===== config.mk =====
export PLATFORM = sky130hd
export DESIGN_NAME = host_interrupt_event_mask
export DESIGN_NICKNAME = d
export VERILOG_FILES = /design/src/verilog/irq_event_pkg.sv /design/src/verilog/rise_detect.sv /design/src/verilog/masked_any.sv /design/src/verilog/host_interrupt_event_mask.sv
export VERILOG_INCLUDE_DIRS = /design/src /design/src/verilog
export SDC_FILE = /design/constraint.sdc
export NUM_CORES = 1
export LEC_CHECK = 0
export BUFFER_PORTS_ARGS = -buffer_cell sky130_fd_sc_hd__buf_4
export CAP_MARGIN = 20
export CORE_AREA = 2 2 99 101
export CTS_CLUSTER_SIZE = 20
export DETAILED_ROUTE_END_ITERATION = 7
export DIE_AREA = 0 0 101 103
export PLACE_DENSITY = 0.87
export SYNTH_ARGS = -nofsm -noshare
export SYNTH_HDL_FRONTEND = slang
export SYNTH_SLANG_ARGS = --single-unit

===== constraint.sdc =====
create_clock -name sys_clk -period 2.2 [get_ports sys_clk]
set_input_delay 0.11 -clock sys_clk [delete_from_list [all_inputs] [get_ports sys_clk]]
set_output_delay 0.11 -clock sys_clk [all_outputs]
set_load 0.005 [all_outputs]

===== src/verilog/irq_event_map.svh =====
// Purpose: register offsets, bit positions and masks of the event block
// Assumes: offsets are byte addresses inside the host base region
// Notes: definitions only
`ifndef IRQ_EVENT_MAP_SVH
`define IRQ_EVENT_MAP_SVH

`define OFS_EVENT_SET 8'h80
`define OFS_EVENT_CLR 8'h84
`define OFS_MASK_SET 8'h88
`define OFS_MASK_CLR 8'h8C

`define BIT_BUS_REINIT 17
`define BIT_IDENT_DONE 16
`define BIT_ATOMIC_FAIL 9
`define BIT_BUFWR_FAIL 8
`define BIT_STREAM_RX 7
`define BIT_STREAM_TX 6
`define BIT_RX_REPLY_PKT 5
`define BIT_RX_REQ_PKT 4
`define BIT_RX_REPLY_BUF 3
`define BIT_RX_REQ_BUF 2
`define BIT_TX_REPLY_DONE 1
`define BIT_TX_REQ_DONE 0
`define BIT_GLOBAL_EN 31

`define EVENT_LATCH_BITS 32'h0003_033F
`define EVENT_READ_BITS 32'h0003_03FF
`define MASK_IMPL_BITS 32'h8003_03FF
`define EVENT_RESET 32'h0000_0000
`define MASK_RESET 32'h0000_0000

`endif


===== src/verilog/irq_event_pkg.sv =====
// Purpose: types shared by the event block and its users
// Assumes: nothing
// Notes: offsets live in irq_event_map.svh
package irq_event_pkg;

  typedef struct packed {
    logic wr;
    logic rd;
    logic [7:0] addr;
    logic [31:0] wdata;
  } reg_req_t;

  typedef struct packed {
    logic [47:0] dest_offset;
    logic [15:0] source_id;
  } write_fail_info_t;

endpackage


===== src/verilog/rise_detect.sv =====
// Purpose: per-bit asserting edge detector
// Assumes: inputs already on sys_clk
// Notes: rise is combinational from the held previous level
`timescale 1ns/1ps
`default_nettype none
module rise_detect #(
  parameter int W = 32
) (
  input wire logic sys_clk,
  input wire logic rst_b,
  input wire logic [W-1:0] level,
  output logic [W-1:0] rise
);
  genvar i;
  generate
    for (i = 0; i < W; i++) begin : g_bit
      logic prev_q;
      always_ff @(posedge sys_clk) begin
        if (!rst_b) prev_q <= 1'b0;
        else prev_q <= level[i];
      end
      assign rise[i] = level[i] & ~prev_q;
    end
  endgenerate
endmodule // rise_detect
`default_nettype wire


===== src/verilog/masked_any.sv =====
// Purpose: or of a masked event vector
// Assumes: purely combinational
// Notes: used for the stream context summaries
`timescale 1ns/1ps
`default_nettype none
module masked_any #(
  parameter int W = 8
) (
  input wire logic [W-1:0] events,
  input wire logic [W-1:0] mask,
  output logic any
);
  assign any = |(events & mask);
endmodule // masked_any
`default_nettype wire


===== src/verilog/host_interrupt_event_mask.sv =====
// Purpose: host interrupt event and mask registers, one interrupt request
// Assumes: all sources are levels on sys_clk; register port as documented
// Notes: upper event bits not held here and read as zero
`timescale 1ns/1ps
`default_nettype none
`include "irq_event_map.svh"
module host_interrupt_event_mask #(
  parameter int CTX = 8
) (
  input wire logic sys_clk,
  input wire logic rst_b,
  input wire irq_event_pkg::reg_req_t reg_req,
  output logic [31:0] reg_rdata,
  output logic reg_rvalid,
  input wire logic bus_reinit_src,
  input wire logic node_ident_phase,
  input wire logic node_ident_done_src,
  input wire logic accept_node_ident_packets,
  input wire logic atomic_reply_fail_src,
  input wire logic buffered_write_fail_src,
  input wire irq_event_pkg::write_fail_info_t write_fail_in,
  output irq_event_pkg::write_fail_info_t write_fail_info,
  input wire logic rx_reply_packet_src,
  input wire logic rx_request_packet_src,
  input wire logic rx_reply_buffer_src,
  input wire logic rx_reply_buffer_irq,
  input wire logic rx_request_buffer_src,
  input wire logic rx_request_buffer_irq,
  input wire logic tx_reply_done_src,
  input wire logic tx_reply_done_irq,
  input wire logic tx_request_done_src,
  input wire logic tx_request_done_irq,
  input wire logic [CTX-1:0] stream_rx_ctx_events,
  input wire logic [CTX-1:0] stream_rx_ctx_mask,
  input wire logic [CTX-1:0] stream_tx_ctx_events,
  input wire logic [CTX-1:0] stream_tx_ctx_mask,
  output logic irq_req
);
  import irq_event_pkg::*;

  logic [31:0] irq_event_reg_q;
  logic [31:0] irq_event_reg_d;
  logic [31:0] irq_mask_reg_q;
  logic [31:0] irq_mask_reg_d;
  logic [31:0] reg_rdata_q;
  logic [31:0] reg_rdata_d;
  logic reg_rvalid_q;
  write_fail_info_t write_fail_q;

  // source levels, one per latched bit
  logic [31:0] src_lvl;
  logic [31:0] src_rise;

  always_comb begin
    src_lvl = 32'h0000_0000;
    src_lvl[`BIT_BUS_REINIT] = bus_reinit_src;
    src_lvl[`BIT_IDENT_DONE] = node_ident_done_src
      & accept_node_ident_packets;
    src_lvl[`BIT_ATOMIC_FAIL] = atomic_reply_fail_src;
    src_lvl[`BIT_BUFWR_FAIL] = buffered_write_fail_src;
    src_lvl[`BIT_RX_REPLY_PKT] = rx_reply_packet_src;
    src_lvl[`BIT_RX_REQ_PKT] = rx_request_packet_src;
    src_lvl[`BIT_RX_REPLY_BUF] = rx_reply_buffer_src
      & rx_reply_buffer_irq;
    src_lvl[`BIT_RX_REQ_BUF] = rx_request_buffer_src
      & rx_request_buffer_irq;
    src_lvl[`BIT_TX_REPLY_DONE] = tx_reply_done_src
      & tx_reply_done_irq;
    src_lvl[`BIT_TX_REQ_DONE] = tx_request_done_src
      & tx_request_done_irq;
  end

  rise_detect #(
    .W(32)
  ) u_rise (
    .sys_clk(sys_clk),
    .rst_b(rst_b),
    .level(src_lvl),
    .rise(src_rise)
  );

  // stream context summaries, never latched
  logic stream_rx_any;
  logic stream_tx_any;

  masked_any #(
    .W(CTX)
  ) u_rx_any (
    .events(stream_rx_ctx_events),
    .mask(stream_rx_ctx_mask),
    .any(stream_rx_any)
  );

  masked_any #(
    .W(CTX)
  ) u_tx_any (
    .events(stream_tx_ctx_events),
    .mask(stream_tx_ctx_mask),
    .any(stream_tx_any)
  );

  // register port decode
  wire wr_ev_set = reg_req.wr && (reg_req.addr == `OFS_EVENT_SET);
  wire wr_ev_clr = reg_req.wr && (reg_req.addr == `OFS_EVENT_CLR);
  wire wr_mk_set = reg_req.wr && (reg_req.addr == `OFS_MASK_SET);
  wire wr_mk_clr = reg_req.wr && (reg_req.addr == `OFS_MASK_CLR);

  wire [31:0] latch_bits = `EVENT_LATCH_BITS;
  wire [31:0] mask_bits = `MASK_IMPL_BITS;

  // software set and clear vectors
  wire [31:0] ev_sw_set = wr_ev_set ? reg_req.wdata : 32'h0000_0000;
  wire [31:0] ev_sw_clr_raw = wr_ev_clr ? reg_req.wdata : 32'h0000_0000;
  wire hold_reinit = node_ident_phase;
  wire [31:0] hold_vec = {14'h0000, hold_reinit, 17'h0_0000};
  wire [31:0] ev_sw_clr = ev_sw_clr_raw & ~hold_vec;

  wire [31:0] ev_set_all = (src_rise | ev_sw_set) & latch_bits;
  wire reinit_set = ev_set_all[`BIT_BUS_REINIT];

  // live view of the event register
  wire [31:0] summary_vec = {24'h00_0000, stream_rx_any, stream_tx_any,
    6'h00};
  wire [31:0] event_view = (irq_event_reg_q & latch_bits) | summary_vec;
  wire [31:0] event_masked = event_view & irq_mask_reg_q;

  always_comb begin
    irq_event_reg_d = ((irq_event_reg_q & ~ev_sw_clr) | ev_set_all)
      & latch_bits;
    if (reinit_set) begin
      irq_event_reg_d[`BIT_IDENT_DONE] = 1'b0;
    end
  end

  always_comb begin
    irq_mask_reg_d = irq_mask_reg_q;
    if (wr_mk_set) begin
      irq_mask_reg_d = irq_mask_reg_q | (reg_req.wdata & mask_bits);
    end else if (wr_mk_clr) begin
      irq_mask_reg_d = irq_mask_reg_q & ~(reg_req.wdata & mask_bits);
    end
  end

  // read decode
  wire rd_ev_set = reg_req.rd && (reg_req.addr == `OFS_EVENT_SET);
  wire rd_ev_clr = reg_req.rd && (reg_req.addr == `OFS_EVENT_CLR);
  wire rd_mask = reg_req.rd && ((reg_req.addr == `OFS_MASK_SET)
    || (reg_req.addr == `OFS_MASK_CLR));

  always_comb begin
    if (rd_ev_set) begin
      reg_rdata_d = event_view;
    end else if (rd_ev_clr) begin
      reg_rdata_d = event_masked;
    end else if (rd_mask) begin
      reg_rdata_d = irq_mask_reg_q & mask_bits;
    end else begin
      reg_rdata_d = 32'h0000_0000;
    end
  end

  always_ff @(posedge sys_clk) begin
    if (!rst_b) begin
      irq_event_reg_q <= `EVENT_RESET;
      irq_mask_reg_q <= `MASK_RESET;
      reg_rdata_q <= 32'h0000_0000;
      reg_rvalid_q <= 1'b0;
    end else begin
      irq_event_reg_q <= irq_event_reg_d;
      irq_mask_reg_q <= irq_mask_reg_d;
      reg_rdata_q <= reg_rdata_d;
      reg_rvalid_q <= reg_req.rd;
    end
  end

  // failure details caught with the edge
  always_ff @(posedge sys_clk) begin
    if (!rst_b) begin
      write_fail_q <= '0;
    end else if (src_rise[`BIT_BUFWR_FAIL]) begin
      write_fail_q <= write_fail_in;
    end
  end

  wire global_en = irq_mask_reg_q[`BIT_GLOBAL_EN];

  assign irq_req = global_en && (|event_masked[30:0]);
  assign reg_rdata = reg_rdata_q;
  assign reg_rvalid = reg_rvalid_q;
  assign write_fail_info = write_fail_q;
endmodule // host_interrupt_event_mask
`default_nettype wire


---- Yosys cells after proc, flatten, opt, wreduce, memory -nomap -nowiden ----
Cells that the tools add are included.
operators by class
  bitwise gates (word level) .............. 39
  muxes and demuxes ....................... 7
  equality and inequality tests ........... 4
  reduce and logical (&&, ||, !) cells .... 14
operator list
  kind                  number
  $mux W32              5
  $and A18 B18 Y18      2
  $mux W18              2
  $not A18 Y18          2
  $or A18 B18 Y18       2
  $and A18 B32 Y32      1
  $and A32 B32 Y32      1
  $eq A8 B8 Y1 const B  4
  $not A32 Y32          1
  $or A32 B32 Y32       1
  $reduce_or A31 Y1     1
  $or A18 B8 Y18        1
  $and A8 B8 Y8         2
  $reduce_or A8 Y1      2
  $and A1 B1 Y1         15
  $not A1 Y1            11
  $logic_and A1 B1 Y1   8
  $reduce_bool A2 Y1    1
  $reduce_or A2 Y1      1
  $logic_or A1 B1 Y1    1
storage, ports and cells
  bits of input ports ..................... 156
  logic and storage cells ................. 81
  output and inout bits ................... 98
  register bits ........................... 149

---- Longest topological paths before layout ----
  depth after elaboration ................. 7
  gate-level depth with buffers ........... 5
  gate-level depth less buffers ........... 4

---- Modules after synthesis ----
A second synthesis with hierarchy kept.
second synthesis, totals
  cells, all modules ...................... 515
  area, all modules ....................... 5,361.4 um^2
by module, submodules not included
  module                     area each (um^2)  cells each  times used
  host_interrupt_event_mask  4,196.5           406         1
  rise_detect                1,092.3           99          1
  masked_any                 36.3              5           2

---- Worst setup path after synthesis ----
OpenSTA, ideal clock, no wires.
  path kind ............................... input -> register
  start point ............................. in reg_req[37] in the netlist's numbering
  end point ............................... reg (tool-made name)
  stages .................................. 4
  arrival time ............................ 1,379 ps
  library setup time ...................... 153 ps
  slack ................................... 668 ps
  buffers on the path ..................... 1
  cells stage by stage .................... or4b_4 nor4_4 buf_2 a311oi_2
RTL lines
  item             line                             source
  start, declared  host_interrupt_event_mask.sv:12  input wire irq_event_pkg::reg_req_t reg_req,

---- Final worst setup path ----
  start point ............................. reg irq_event_reg_q[4]
  end point ............................... out irq_req
between the ends
  word-level cells in the longest chain between the ends .. 4
ends and longest elaborated chain
  item                    line                              source
  start, declared         host_interrupt_event_mask.sv:41   logic [31:0] irq_event_reg_q;
  start signal, assigned  host_interrupt_event_mask.sv:164  irq_event_reg_q <= `EVENT_RESET;
  start signal, assigned  host_interrupt_event_mask.sv:169  irq_event_reg_q <= irq_event_reg_d;
  $or A18 B8 Y18          host_interrupt_event_mask.sv:124  wire [31:0] event_view = (irq_event_reg_q & latch_bits) | summary_vec;
  $and A18 B32 Y32        host_interrupt_event_mask.sv:125  wire [31:0] event_masked = event_view & irq_mask_reg_q;
  $reduce_or A31 Y1       host_interrupt_event_mask.sv:187  assign irq_req = global_en && (|event_masked[30:0]);
  $logic_and A1 B1 Y1     host_interrupt_event_mask.sv:187
  end, declared           host_interrupt_event_mask.sv:37   output logic irq_req
No other way between the ends.

==> impl_metrics.json <==
{
  "status": "completed",
  "nets": 945,
  "setup_tns_ns": 0,
  "die_w_um": 101,
  "fin_crit_ns": 1.76,
  "worst_setup_path_end_kind": "output port",
  "clock_sinks": 111,
  "gr-total-overflow": 0,
  "p_leak_nw": 3.07,
  "rr_worst_depth": 4,
  "path_class": "reg -> out",
  "crit_start": "irq_event_reg_q[4]",
  "min_to": "write_fail_info[3]",
  "power_density_nw_per_um2": 601,
  "vias_per_cell": 5.17,
  "ir_drop_mv": 0.415,
  "area_growth_pct": 63.4,
  "slew_headroom_pct": 58.4,
  "synth_edf_count": 0,
  "fin_util_pct": 73.8,
  "yosysTopAreaCell": "dfxtp_1",
  "worst_slew_pin_slew_ns": 0.624,
  "hold_start": "write_fail_in[3]",
  "drtIter0Drc": 282,
  "num_rows": 36,
  "clk_latency_ns": 0.36,
  "holdPathStages": 3,
  "hold_violations": 0,
  "worstPathMaxFanout": 3,
  "post-route-period-util_pct": 79.8,
  "synth-main-ff-cell": "dfxtp_1",
  "drcViolationCount": 0,
  "ys_top_cells_by_count": "145 x nand2_1, 111 x dfxtp_1, 71 x a21oi_1, 24 x nor2_1, 20 x clkbuf_1",
  "crit_required_ns": 2.09,
  "place_congestion": 0.865,
  "start_kind": "flop",
  "max_freq_mhz": 569,
  "postSynth.asyncResetShare_pct": 0,
  "track_usage_pct": 25.8,
  "synth_seq_cells": 111,
  "post_drt_wl_per_cell_um": 15.5,
  "r2r_start": "u_rise.g_bit[8].prev_q",
  "routed_wl_um": 14000,
  "synth_area_per_cell_um2": 8.48,
  "drive_gt1_share_pct": 32.7,
  "ys_warn_count": 0,
  "die-area_um2": 10400,
  "cts.clk_slew.worst_paths_ns": 0.10,
  "initial_utilization_pct": 45.2,
  "cp.arrival_ns": 1.65,
  "cts_tree": "yes",
  "r2r-end": "write_fail_info[51]",
  "yosysSeqAreaShare_pct": 52.0,
  "htreeDepth": 3,
  "synthTopCellsByArea": "dfxtp_1 52%, nand2_1 13%, a21oi_1 8.3%",
  "rsz0062_at_grt": "false",
  "drtAntennaViolNets": 0,
  "io_pins": 254,
  "post-cts-setup-buffer-count": 0,
  "drt_first_pass_iters": 5,
  "final-max-slew-violation-count": 0,
  "antenna_found_initial": 0,
  "yosysMostFrequentCell": "nand2_1",
  "hpwl_um": 8600,
  "hold_path.class": "in -> reg",
  "routed-via-count": 4704,
  "skew_ns": 0.00916,
  "cts-root-buf": "clkbuf_8",
  "total_power_mw": 4.20,
  "cts-buffers-inserted": 9,
  "grt_max_degree": 65,
  "rrSetupSlack_ns": 0.78,
  "netlist_area_um2": 4270,
  "synth_cell_types": 37,
  "synthCells": 504,
  "cap_violations": 0,
  "die_h_um": 103,
  "io_buffers": 215,
  "first_global_vias": 4564,
  "setup_viol": 0,
  "grt_pass1_wl_um": 21400,
  "cts_buffer_depth": 2,
  "core_um2": 9460,
  "synthDominantCellAreaShare_pct": 52.0
}
## worst max path at each step
stage | endpoint | cells past startpoint | slack (ns)
floorplan | flop | 4 | 0.67
global placement | irq_event_reg_q[16] | 5 | 0.38
detailed placement | irq_event_reg_q[16] | 5 | 0.35
CTS | irq_req | 5 | 0.44
global route | irq_req | 5 | 0.37
finish | irq_req | 5 | 0.44
## worst max-delay path, stage by stage (launching register included)
cell and delay (ns):
dfxtp_1 0.35, a22o_1 0.24, a221oi_1 0.27, and3_1 0.21, a31oi_1 0.08, buf_4 0.14
## kinds of logic after synthesis
| logic type | share of synthesized area (%) |
|---|---|
| AND/OR/NAND/NOR | 18.4 |
| AO/OA/AOI/OAI | 22.4 |
| flip-flops | 52.0 |
| buffers and inverters | 7.14 |
| other | 0.0877 |
## per-layer routing
layer  global-route usage (%)  wire length (um)  vias to the layer above
li1                         -                 -                     2242
met1                     29.0              5340                     2195
met2                     45.8              7250                      223
met3                     6.37              1030                       44
met4                     12.5               439                        0
met5                        0                 0                        -
## report_power, final
| group | internal [mW] | total, mW | switching (mW) |
|---|---|---|---|
| Combinational | 0.418 | 0.718 | 0.301 |
| Clock | 0.646 | 1.33 | 0.683 |
| Sequential | 2.10 | 2.15 | 0.0503 |
| Total | 3.16 | 4.20 | 1.03 |
## layout make-up
class,instances,area (um2)
Antenna cell,1,2.50
Sequential cell,111,2220
Clock inverter,7,96.3
Tap cell,114,143
Multi-Input combinational cell,351,1820
Clock buffer,9,124
Inverter,9,33.8
Timing Repair Buffer,307,2540
Fill cell,635,2470
## repair_timing
action                                 in CTS  in global routing
hold buffers                               83                  1
endpoints found under the hold margin      80                  1
gates resized for setup                     0                  0
## stage by stage
step                      hold WS (ns)  instances  worst slack (ns)  cell area, um2
after floorplan                  0.220        522             0.668            4340
after global placement           0.321        808             0.375            5920
after detailed placement         0.329        808             0.355            5920
after CTS                      0.00104        907             0.443            6970
after global routing           0.00700        908             0.374            6980
final                           0.0161        909             0.444            6990
## cells in the final DEF (no fill, tap or decap), types with 8 or more instances in the layout
master,synthesis,layout
a21boi_0,9,9
a21oi_1,71,71
a22oi_1,9,9
buf_4,19,221
clkbuf_8,0,9
conb_1,1,19
dfxtp_1,111,111
dlygate4sd3_1,0,84
inv_1,8,8
nand2_1,145,145
nor2_1,24,24
o21a_1,8,8
o22ai_1,18,18
Power figures use the tool's default switching activity.
